==> src/recal_pkg.sv <==
// Package: constants and types for the recalibration scheduler
package recal_pkg;

	// ************************************************
	// Clock and timing
	// ************************************************
	localparam int unsigned CLK_HZ             = 100_000_000;
	localparam int unsigned SEC_CYCLES         = CLK_HZ;
	localparam int unsigned INTERVAL_S_RESET   = 300;
	localparam int unsigned WARMUP_S_RESET     = 90;
	localparam int unsigned WARN_S_RESET       = 2;
	localparam int unsigned EVENT_LIMIT_MS     = 1000;
	localparam int unsigned EVENT_LIMIT_CYCLES =
		EVENT_LIMIT_MS * (CLK_HZ / 1000) - 1;

	// ************************************************
	// Field widths and reset values
	// ************************************************
	localparam int SEC_W   = 16;
	localparam int TEMP_W  = 16;
	localparam int FRAME_W = 5;
	localparam logic [15:0] TEMP_STEP_RESET = 16'h000a;
	localparam logic [4:0]  FRAMES_SHUTTER  = 5'h08;
	localparam logic [4:0]  FRAMES_NOSHUT   = 5'h10;

	// Frame count codes: 2, 4, 8 or 16 frames
	typedef enum logic [1:0] {
		FC_2, FC_4, FC_8, FC_16
	} frame_code_t;

	typedef enum logic [1:0] {
		POL_AUTO, POL_MANUAL, POL_EXTERNAL
	} recal_policy_t;

	// Reported phase
	typedef enum logic [1:0] {
		PH_NEVER, PH_IMMINENT, PH_IN_PROGRESS, PH_COMPLETE
	} recal_phase_t;

	// Per gain-state trigger settings
	typedef struct packed {
		logic [SEC_W-1:0]  interval_s;
		logic [TEMP_W-1:0] temp_step;
	} gain_cfg_t;

endpackage

==> src/recal_scheduler.sv <==
// Recalibration scheduler: triggers, warning, frame capture and status
// Behaviour
// - Three policies: automatic, manual, external; set self-start, shutter.
// - Auto starts on start-up, interval, temp step, table change, command.
// - Shutterless defaults to external and never starts events itself.
// - Each event accumulates 2, 4, 8 or 16 frames.
// - Frame count resets to 8 with shutter, 16 without.
// - With averaging, each counted frame lasts a doubled frame period.
// - Interval in s, default 300; bounds auto events, else raises flag.
// - Interval of zero disables the time trigger.
// - Separate interval and step settings per gain state; active one applies.
// - Temp step triggers auto event, or wanted flag in other policies.
// - Step in tenths of a degree, default 10.
// - Step of zero disables the temperature trigger.
// - During warm-up window, default 90 s, trigger on a third of step.
// - Before each automatic event, warn for configurable time, default 2 s.
// - Report phase: never, imminent, in progress, complete.
// - Wanted flag in manual or external, and in auto when shutterless; auto with shutter starts events instead.
// - Capture ends within one second at most; one update cycle follows.
`timescale 1ns/1ps
module recal_scheduler
	import recal_pkg::*;
#(
	parameter int unsigned TICK_DIV     = SEC_CYCLES,
	parameter int unsigned EVENT_LIMIT  = EVENT_LIMIT_CYCLES,
	parameter bit          HAS_SHUTTER  = 1'b1
) (
	input  wire logic          clk_sys,          // System clock
	input  wire logic          rst,              // Async reset
	input  wire logic [1:0]    policy_in,        // Policy to load
	input  wire logic          policy_we,        // Load policy
	input  wire logic [1:0]    frames_in,        // Frame code to load
	input  wire logic          frames_we,        // Load frame code
	input  wire gain_cfg_t     cfg_high,         // High-gain settings
	input  wire gain_cfg_t     cfg_low,          // Low-gain settings
	input  wire logic [SEC_W-1:0] warmup_window_s, // Warm-up window
	input  wire logic [SEC_W-1:0] pre_recal_warning_time, // Warning s
	input  wire logic          gain_high,        // Active gain is high
	input  wire logic [TEMP_W-1:0] sensor_temp,  // Temp, 0.1 C units
	input  wire logic          table_change,     // Table change pulse
	input  wire logic          recal_cmd,        // Command event pulse
	input  wire logic          frame_strobe,     // Pin: frame done
	input  wire logic          avg_enable,       // Averager on
	output recal_policy_t      recal_policy,     // Active policy
	output logic [FRAME_W-1:0] recal_frame_count, // Frames per event
	output logic               recal_pending_warning, // Imminent
	output recal_phase_t       recal_phase,      // Phase status
	output logic               recal_wanted_flag, // Host should act
	output logic               shutter_close,    // Shutter in path
	output logic               capture_en,       // Accumulate frame
	output logic               terms_update      // Update pulse
);

	// ************************************************
	// Types and helpers
	// ************************************************
	typedef enum logic [2:0] {
		S_IDLE, S_WARN, S_CAPTURE, S_UPDATE
	} sched_state_t;

	function automatic logic [FRAME_W-1:0] frames_of(frame_code_t c);
		unique case (c)
			FC_2:  frames_of = 5'h02;
			FC_4:  frames_of = 5'h04;
			FC_8:  frames_of = 5'h08;
			FC_16: frames_of = 5'h10;
		endcase
	endfunction

	function automatic logic [TEMP_W-1:0] abs_diff(
		logic [TEMP_W-1:0] a, logic [TEMP_W-1:0] b);
		abs_diff = (a > b) ? a - b : b - a;
	endfunction

	// ************************************************
	// Pin synchroniser and frame edge
	// ************************************************
	logic frame_meta;
	logic frame_sync;
	logic frame_last;
	logic frame_edge;
	logic frame_half;

	always_ff @(posedge clk_sys or posedge rst) begin
		if (rst) begin
			frame_meta <= 1'b0;
			frame_sync <= 1'b0;
			frame_last <= 1'b0;
		end else begin
			frame_meta <= frame_strobe;
			frame_sync <= frame_meta;
			frame_last <= frame_sync;
		end
	end

	// doubled frame period
	// With the averager on, only every second raw frame counts.
	always_ff @(posedge clk_sys or posedge rst) begin
		if (rst)
			frame_half <= 1'b0;
		else if (!avg_enable)
			frame_half <= 1'b0;
		else if (frame_sync && !frame_last)
			frame_half <= ~frame_half;
	end
	assign frame_edge = frame_sync && !frame_last &&
		(!avg_enable || frame_half);

	// ************************************************
	// Seconds tick
	// ************************************************
	logic tick;

	sec_tick #(
		.DIV (TICK_DIV)
	) u_tick (
		.clk_sys (clk_sys),
		.rst     (rst),
		.tick    (tick)
	);

	// ************************************************
	// Configuration
	// ************************************************
	frame_code_t frame_code;

	always_ff @(posedge clk_sys or posedge rst) begin
		if (rst)
			recal_policy <= HAS_SHUTTER ? POL_AUTO : POL_EXTERNAL;
		else if (policy_we && policy_in != 2'h3)
			recal_policy <= recal_policy_t'(policy_in);
	end

	always_ff @(posedge clk_sys or posedge rst) begin
		if (rst)
			frame_code <= HAS_SHUTTER ? FC_8 : FC_16;
		else if (frames_we)
			frame_code <= frame_code_t'(frames_in);
	end
	assign recal_frame_count = frames_of(frame_code);

	gain_cfg_t active_cfg;
	assign active_cfg = gain_high ? cfg_high : cfg_low;

	// ************************************************
	// Timers and triggers
	// ************************************************
	sched_state_t state;
	logic [SEC_W-1:0]  since_s;
	logic [SEC_W-1:0]  uptime_s;
	logic [SEC_W-1:0]  warn_s;
	logic [TEMP_W-1:0] temp_ref;
	logic              startup_due;
	logic              done;
	logic              in_warmup;
	logic [TEMP_W-1:0] step_eff;
	logic              time_trig;
	logic              temp_trig;
	logic              cond_trig;
	logic              is_auto;

	assign is_auto = (recal_policy == POL_AUTO) && HAS_SHUTTER;
	assign done    = (state == S_UPDATE);

	always_ff @(posedge clk_sys or posedge rst) begin
		if (rst)
			since_s <= '0;
		else if (done)
			since_s <= '0;
		else if (tick && since_s != '1)
			since_s <= since_s + 1'b1;
	end

	always_ff @(posedge clk_sys or posedge rst) begin
		if (rst)
			uptime_s <= '0;
		else if (tick && uptime_s != '1)
			uptime_s <= uptime_s + 1'b1;
	end

	// temperature reference
	// Reference is taken at completion, so start-up takes the first one.
	always_ff @(posedge clk_sys or posedge rst) begin
		if (rst)
			temp_ref <= '0;
		else if (done)
			temp_ref <= sensor_temp;
	end

	assign in_warmup = uptime_s < warmup_window_s;
	assign step_eff  = in_warmup ? active_cfg.temp_step / 16'h0003
		: active_cfg.temp_step;

	assign time_trig = (active_cfg.interval_s != '0) &&
		(since_s >= active_cfg.interval_s);

	// temperature trigger
	// A step of 1 or 2 during warm-up still triggers on any change.
	assign temp_trig = (active_cfg.temp_step != '0) && !startup_due &&
		(abs_diff(sensor_temp, temp_ref) >=
		 ((step_eff == '0) ? 16'h0001 : step_eff));

	assign cond_trig = time_trig || temp_trig;

	// ************************************************
	// Sequencer
	// ************************************************
	logic [FRAME_W-1:0] frames_done;
	logic [31:0]        ev_cycles;
	logic               auto_go;

	assign auto_go = is_auto &&
		(startup_due || cond_trig || table_change);

	always_ff @(posedge clk_sys or posedge rst) begin
		if (rst)
			startup_due <= 1'b1;
		else if (done || !is_auto)
			startup_due <= 1'b0;
	end

	always_ff @(posedge clk_sys or posedge rst) begin
		if (rst) begin
			state <= S_IDLE;
		end else begin
			unique case (state)
				S_IDLE: begin
					if (recal_cmd)
						state <= S_CAPTURE;
					else if (auto_go)
						state <= (pre_recal_warning_time == '0)
							? S_CAPTURE : S_WARN;
				end
				S_WARN: begin
					if (recal_cmd)
						state <= S_CAPTURE;
					else if (tick && warn_s + 1'b1 >=
						pre_recal_warning_time)
						state <= S_CAPTURE;
				end
				S_CAPTURE: begin
					if (frame_edge && frames_done + 1'b1 >=
						recal_frame_count)
						state <= S_UPDATE;
					else if (ev_cycles >= 32'(EVENT_LIMIT))
						state <= S_UPDATE;
				end
				S_UPDATE:
					state <= S_IDLE;
				default:
					state <= S_IDLE;
			endcase
		end
	end

	always_ff @(posedge clk_sys or posedge rst) begin
		if (rst)
			warn_s <= '0;
		else if (state != S_WARN)
			warn_s <= '0;
		else if (tick)
			warn_s <= warn_s + 1'b1;
	end

	always_ff @(posedge clk_sys or posedge rst) begin
		if (rst) begin
			frames_done <= '0;
			ev_cycles   <= 32'h0;
		end else if (state != S_CAPTURE) begin
			frames_done <= '0;
			ev_cycles   <= 32'h0;
		end else begin
			ev_cycles <= ev_cycles + 32'h1;
			if (frame_edge)
				frames_done <= frames_done + 1'b1;
		end
	end

	// ************************************************
	// Outputs
	// ************************************************
	logic ever_done;

	always_ff @(posedge clk_sys or posedge rst) begin
		if (rst)
			ever_done <= 1'b0;
		else if (done)
			ever_done <= 1'b1;
	end

	always_ff @(posedge clk_sys or posedge rst) begin
		if (rst) begin
			recal_phase           <= PH_NEVER;
			recal_pending_warning <= 1'b0;
			capture_en            <= 1'b0;
			terms_update          <= 1'b0;
			shutter_close         <= 1'b0;
		end else begin
			recal_pending_warning <= (state == S_WARN);
			capture_en            <= (state == S_CAPTURE) && frame_edge;
			terms_update          <= done;
			// shutter only in auto and manual
			shutter_close <= HAS_SHUTTER &&
				(recal_policy != POL_EXTERNAL) &&
				(state == S_CAPTURE);
			if (state == S_WARN)
				recal_phase <= PH_IMMINENT;
			else if (state == S_CAPTURE || done)
				recal_phase <= PH_IN_PROGRESS;
			else if (ever_done)
				recal_phase <= PH_COMPLETE;
			else
				recal_phase <= PH_NEVER;
		end
	end

	// wanted flag
	// The trigger at completion is stale; one still true after the
	// restart sets the flag again on the next cycle.
	always_ff @(posedge clk_sys or posedge rst) begin
		if (rst)
			recal_wanted_flag <= 1'b0;
		else if (is_auto)
			recal_wanted_flag <= 1'b0;
		else if (cond_trig && !done)
			recal_wanted_flag <= 1'b1;
		else if (done)
			recal_wanted_flag <= 1'b0;
	end

endmodule

==> src/sec_tick.sv <==
// Divider giving a one-cycle pulse once per second
`timescale 1ns/1ps
module sec_tick
	import recal_pkg::*;
#(
	parameter int unsigned DIV = SEC_CYCLES
) (
	input  wire logic clk_sys, // System clock
	input  wire logic rst,     // Async reset, active high
	output logic      tick     // One-cycle pulse each period
);
	logic [31:0] cnt;

	always_ff @(posedge clk_sys or posedge rst) begin
		if (rst) begin
			cnt  <= 32'h0;
			tick <= 1'b0;
		end else if (cnt == 32'(DIV - 1)) begin
			cnt  <= 32'h0;
			tick <= 1'b1;
		end else begin
			cnt  <= cnt + 32'h1;
			tick <= 1'b0;
		end
	end
endmodule
==> config.mk <==
export PLATFORM = sky130hd
export DESIGN_NAME = recal_scheduler
export DESIGN_NICKNAME = d
export VERILOG_FILES = /design/src/recal_pkg.sv /design/src/recal_scheduler.sv /design/src/sec_tick.sv
export SDC_FILE = /design/constraint.sdc
export NUM_CORES = 1
export LEC_CHECK = 0
export BUFFER_PORTS_ARGS = -buffer_cell sky130_fd_sc_hd__buf_2
export CAP_MARGIN = 20
export CORE_MARGIN = 2
export CORE_UTILIZATION = 40
export CTS_CLUSTER_SIZE = 40
export DETAILED_ROUTE_END_ITERATION = 8
export GPL_TIMING_DRIVEN = 0
export MAX_ROUTING_LAYER = met4
export PLACE_DENSITY_LB_ADDON = 0.12
export SLEW_MARGIN = 20
export SYNTH_ARGS = -nofsm -noshare
export SYNTH_HDL_FRONTEND = slang
export SYNTH_SLANG_ARGS = --single-unit
==> constraint.sdc <==
create_clock -name clk_sys -period 16.6 [get_ports clk_sys]
set_clock_uncertainty 0.1 [all_clocks]
set_input_delay 1.66 -clock clk_sys [delete_from_list [all_inputs] [get_ports clk_sys]]
set_output_delay 1.66 -clock clk_sys [all_outputs]
set_load 0.02 [all_outputs]
== After elaboration in Yosys (flattened, before gate mapping) ==
Cells that the tools add are included.

* Register bits after elaboration: 154
* Input bits: 125
* Output and inout bits: 14
* Logic and storage cells: 124

* Add/subtract/negate cells: 8
* Divide/modulo/power cells: 1
* Order comparisons: 7
* Equal/unequal tests: 17
* Multiplexer cells: 30
* Bitwise gates (word level): 1
* Reductions and logical operators: 37

{| class="wikitable"
|+ Operators by type and width
! cell !! number
|-
| $mux W16 || 7
|-
| $mux W32 || 3
|-
| $add A32 B1 Y32 const B || 2
|-
| $add A16 B1 Y16 const B || 3
|-
| $ge A16 B16 Y1 || 3
|-
| $eq A32 B27 Y1 const B || 1
|-
| $ge A32 B27 Y1 const B || 1
|-
| $logic_not A16 Y1 || 2
|-
| $ne A16 B16 Y1 const B || 2
|-
| $reduce_bool A16 Y1 || 2
|-
| $sub A16 B16 Y16 || 2
|-
| $pmux W5 S4 || 1
|-
| $mux W3 || 6
|-
| $div A16 B2 Y16 const B || 1
|-
| $gt A16 B16 Y1 || 1
|-
| $lt A16 B16 Y1 || 1
|-
| $logic_and A1 B1 Y1 || 14
|-
| $mux W5 || 2
|-
| $ne A3 B3 Y1 const B || 3
|-
| $pmux W3 S3 || 1
|-
| $mux W2 || 4
|-
| $eq A3 B2 Y1 const B || 2
|-
| $logic_or A1 B1 Y1 || 6
|-
| $mux W1 || 6
|-
| other kinds (16) || 25
|}

== Longest topological paths before layout ==
* Depth in word-level cells: 14
* Depth in mapped cells: 37
* Depth with buffers taken out: 31

== Cells and area by module ==
A second synthesis with hierarchy kept.

* Cell total of the unflattened synthesis: 1416
* Area, all modules: 12305.6 um^2

{| class="wikitable"
|+ Modules (own cells, without submodules)
! module !! instances !! cells each !! area an instance (um^2) !! sequential area each (um^2)
|-
| recal_scheduler || 1 || 1242 || 10575.1 || 3005.4
|-
| sec_tick || 1 || 174 || 1730.4 || 825.8
|}

== Worst setup path before layout ==
No wires, ideal clock.

* Path type: input to register
* From: input gain_high
* To: register state[0]
* Library setup time: 131 ps
* Arrival time: 7631 ps
* Setup slack: 8738 ps
* Stages: 33
* Buffers on the path: 3
* Cell sequence: buf_6 > mux2i_2 > xnor2_1 > clkinv_1 > a32o_2 > or2_1 > buf_6 > o311a_1 > a31o_1 > buf_6 > and3_1 > a311oi_2 > o211ai_1 > ha_1 > nor3_1 > nor2_1 > nor3_1 > or2_0 > o221ai_1 > ha_1 > nand2b_1 > a21o_1 > a21o_1 > a21o_1 > a21o_1 > a21o_1 > a21o_1 > a21o_1 > a21oi_1 > o211ai_1 > a22o_1 > o2111ai_1 > nand3_1

* Cells in the longest elaborated chain, start to end: 13
* Elaborated cells on any way between the ends: 18

{| class="wikitable"
|+ RTL lines
! what !! RTL line !! source
|-
| start, declared || recal_scheduler.sv:38 || <nowiki>input wire logic gain_high,</nowiki>
|-
| $mux W32 * || recal_scheduler.sv:143 || <nowiki>assign active_cfg = gain_high ? cfg_high : cfg_low;</nowiki>
|-
| $div A16 B2 Y16 || recal_scheduler.sv:191 || <nowiki>assign step_eff = in_warmup ? active_cfg.temp_step / 16'h0003</nowiki>
|-
| $mux W16 || recal_scheduler.sv:191 ||
|-
| $logic_not A16 Y1 || recal_scheduler.sv:201 || <nowiki>((step_eff == '0) ? 16'h0001 : step_eff));</nowiki>
|-
| $mux W16 || recal_scheduler.sv:201 ||
|-
| $ge A16 B16 Y1 || recal_scheduler.sv:200 || <nowiki>(abs_diff(sensor_temp, temp_ref) >=</nowiki>
|-
| $logic_and A1 B1 Y1 || recal_scheduler.sv:199 || <nowiki>assign temp_trig = (active_cfg.temp_step != '0) && !startup_due &&</nowiki>
|-
| $logic_or A1 B1 Y1 * || recal_scheduler.sv:203 || <nowiki>assign cond_trig = time_trig || temp_trig;</nowiki>
|-
| $logic_or A1 B1 Y1 * (2 in series) || recal_scheduler.sv:213 || <nowiki>(startup_due || cond_trig || table_change);</nowiki>
|-
| $logic_and A1 B1 Y1 * || recal_scheduler.sv:212 || <nowiki>assign auto_go = is_auto &&</nowiki>
|-
| $ne A3 B3 Y1 (no source line) * || - ||
|-
| $reduce_and A3 Y1 (no source line) * || - ||
|-
| end signal, assigned || recal_scheduler.sv:231 || <nowiki>state <= (pre_recal_warning_time == '0)</nowiki>
|-
| end, declared || recal_scheduler.sv:148 || <nowiki>sched_state_t state;</nowiki>
|}

Mark *: on every way between the ends. The rest lies on a longest branch, timed or not.
A chain may end at the register's enable or synchronous reset.

== Final worst setup path ==
Ends and elaborated chain as after synthesis.

==> flow_metrics.tcl <==
set metrics [dict create \
    area_growth_pct 14.4 \
    cap_viol_max_count 0 \
    rrSetupSlack_ps 10100 \
    holdPathStages 0 \
    cts_tree "built" \
    r2r-end "state[0]" \
    post_cts_buffers 0 \
    layout_common_cells "dfrtp_1, buf_2, nand2_1" \
    initial_core_util_pct 40.8 \
    period_share_pct 51.6 \
    yosysUniqueCellTypes 86 \
    syn-cell-area_sq_um 12500 \
    post-route-min-period_ps 8570 \
    die_y_um 181 \
    synth-seq-cells 153 \
    drive_gt1_share_pct 14.2 \
    grt_antenna_before_repair 2 \
    async_reset_ff_share_pct 100 \
    critPathKind "input port to flip-flop" \
    vdd_drop_max_mv 0.0806 \
    crit_slowest_cell "mux2i_2" \
    grt_pass1_wl_um 51400 \
    cts_buffers 17 \
    io_buffers 136 \
    cts.clk_slew.worst_paths_ps 70 \
    via_count 10929 \
    worst_setup_path_start_kind "input port" \
    grt_pass1_vias 10570 \
    die-area_sq_um 32700 \
    syn_nets 1718 \
    cp.arrival_ps 8770 \
    gp_routability_congestion 0.873 \
    r2r_start "uptime_s[1]" \
    min_from "frame_meta" \
    place_hpwl_um 23500 \
    ctsResizeCount 0 \
    max_freq_mhz 117 \
    p_per_area_nw_per_um2 111 \
    overflow 0 \
    rsz0062_at_grt "no" \
    worstHoldEndpoint "frame_sync" \
    yosys_warnings 0 \
    first_pass_iters 7 \
    layoutNonFillerInstCount 2048 \
    avgSynthCellArea_sq_um 8.45 \
    numPlacedInstances 2014 \
    p_leak_nw 7.00 \
    cts_root_buffer "clkbuf_16" \
    layout_commonest_cell "dfrtp_1" \
    crit_path_max_incr_delay_ps 570 \
    route.detailed.drc 0 \
    die_w_um 181 \
    worstPathRequired_ps 16800 \
    clkLatencyLatePin_ps 430 \
    critPathMaxFanout 10 \
    via_per_inst 5.34 \
    ant_nets 0 \
    synth_enable_flop_cells 0 \
    setup_viol 0 \
    tightest_slew_ps 853 \
    endpoint_kind "flip-flop" \
    synth_cells 1481 \
    num-nets-final 1874 \
    wirelength_um 30400 \
    num-fill-cells 3083 \
    hp-class "flip-flop to flip-flop" \
    core_area_sq_um 30700 \
    hold_viol 0 \
    ctsHoldBuffers 0 \
    grt_start_max_net_pins 96 \
    clockBufferDepth 2 \
    crit_top_cell "a21o_1" \
    seq_area_sq_um 3830 \
    ys_seq_area_share_pct 30.6 \
    outcome "finished, final reports clean" \
    ioPinCount 139 \
    row_count 64 \
    drt_iter0_markers 739 \
    h-tree-depth 4 \
    multi_input_comb_area_sq_um 8000 \
    cts_sinks 153 \
    max_slew_margin_pct 41.5 \
    reg2reg_depth 28 \
    wl_per_cell_um 14.8 \
    grt_usage_pct 19.3 \
    setup_tns_ps 0 \
    slew_viol_final 0 \
    synth_ff_type "dfrtp_1" \
]
-- per-layer routing --
layer	GRT usage [%]	routed length, um
met5	-	0
met4	5.19	469
met3	2.60	1210
met2	30.1	13700
met1	26.3	15000
-- flip-flops by register name (all words and copies together) (netlist names), 2 cells and up --
register      cells
frames_done       5
since_s          16
temp_ref         16
warn_s           16
frame_code        2
recal_policy      2
recal_phase       2
u_tick.cnt       32
ev_cycles        32
uptime_s         16
state             2
-- synth_stat cells (15+ instances only) --
cell type / n / share of area, %
a31oi_1: 16 / 0.80
nand3_1: 65 / 2.6
mux2_2: 15 / 1.3
nor2_1: 134 / 4.0
and3_1: 38 / 1.9
or3_1: 20 / 1.0
a21oi_1: 80 / 3.2
ha_1: 110 / 11
mux2i_1: 33 / 2.6
nand4_1: 32 / 1.6
nor3_1: 21 / 0.84
o21ai_0: 79 / 3.2
dfrtp_1: 151 / 30
inv_1: 98 / 2.9
xnor2_1: 78 / 5.5
xor2_1: 52 / 3.6
and2_1: 25 / 1.2
a21o_1: 54 / 3.2
nand2_1: 135 / 4.0
clkbuf_1: 44 / 1.3
-- through the flow --
stage / util [%] / hold WS [ps] / setup slack (ps) / area (sq um) / power (W)
detailed placement: 44.8 / 242 / 7580 / 13700 / 0.00121
floorplan: - / 231 / 8740 / 12500 / 0.00100
global placement: 44.6 / 236 / 7670 / 13700 / 0.00119
CTS: 46.7 / 256 / 8020 / 14300 / 0.00161
global route: 46.7 / 268 / 7470 / 14300 / 0.00173
finish: 46.7 / 252 / 8030 / 14300 / 0.00159
-- critical path, delay by kind of cell --
| family | cells | cell delay (ps) |
|---|---|---|
| AOI/OAI and AO/OA | 16 | 3330 |
| and+or+nand+nor | 9 | 1850 |
| adders and majority gates | 2 | 660 |
| muxes | 1 | 570 |
| buffers and inverters | 3 | 520 |
| xor gates and xnor gates | 1 | 200 |
-- kinds of logic after synthesis --
| logic type | after synthesis | share of synthesized area, % |
|---|---|---|
| multiplexers | 58 | 5.28 |
| flip-flops | 153 | 30.6 |
| AO/OA/AOI/OAI | 332 | 17.4 |
| XOR/XNOR | 131 | 9.23 |
| other | 1 | 0.0300 |
| AND/OR/NAND/NOR | 530 | 20.7 |
| buffers and inverters | 164 | 5.48 |
| adder cells (fa/ha/maj) | 112 | 11.3 |
-- where the power goes --
group | total [W] | switching (W) | leakage, nW | internal [W]
clock | 0.000389 | 0.000162 | 0.280 | 0.000227
combinational | 0.000769 | 0.000452 | 4.66 | 0.000317
sequential | 0.000428 | 0.0000218 | 2.05 | 0.000407
total | 0.00159 | 0.000636 | 7.00 | 0.000950
-- cell type report --
| type | count | area share [%] |
|---|---|---|
| Sequential cell | 153 | 26.8 |
| Buffer | 65 | 2.19 |
| Multi-Input combinational cell | 1164 | 55.9 |
| Inverter | 99 | 2.65 |
| Antenna cell | 2 | 0.0350 |
| Clock inverter | 13 | 1.01 |
| Clock buffer | 19 | 3.09 |
| Tap cell | 396 | 3.46 |
| Timing Repair Buffer | 137 | 4.95 |
-- worst max-delay path by stage --
stage	start	cells past startpoint	end
floorplan	gain_high	33	state[0]
global placement	gain_high	32	state[0]
detailed placement	gain_high	32	state[0]
CTS	gain_high	32	state[0]
global route	gain_high	32	state[0]
finish	gain_high	32	state[0]
Note: power is estimated with default switching activity, not from simulation.
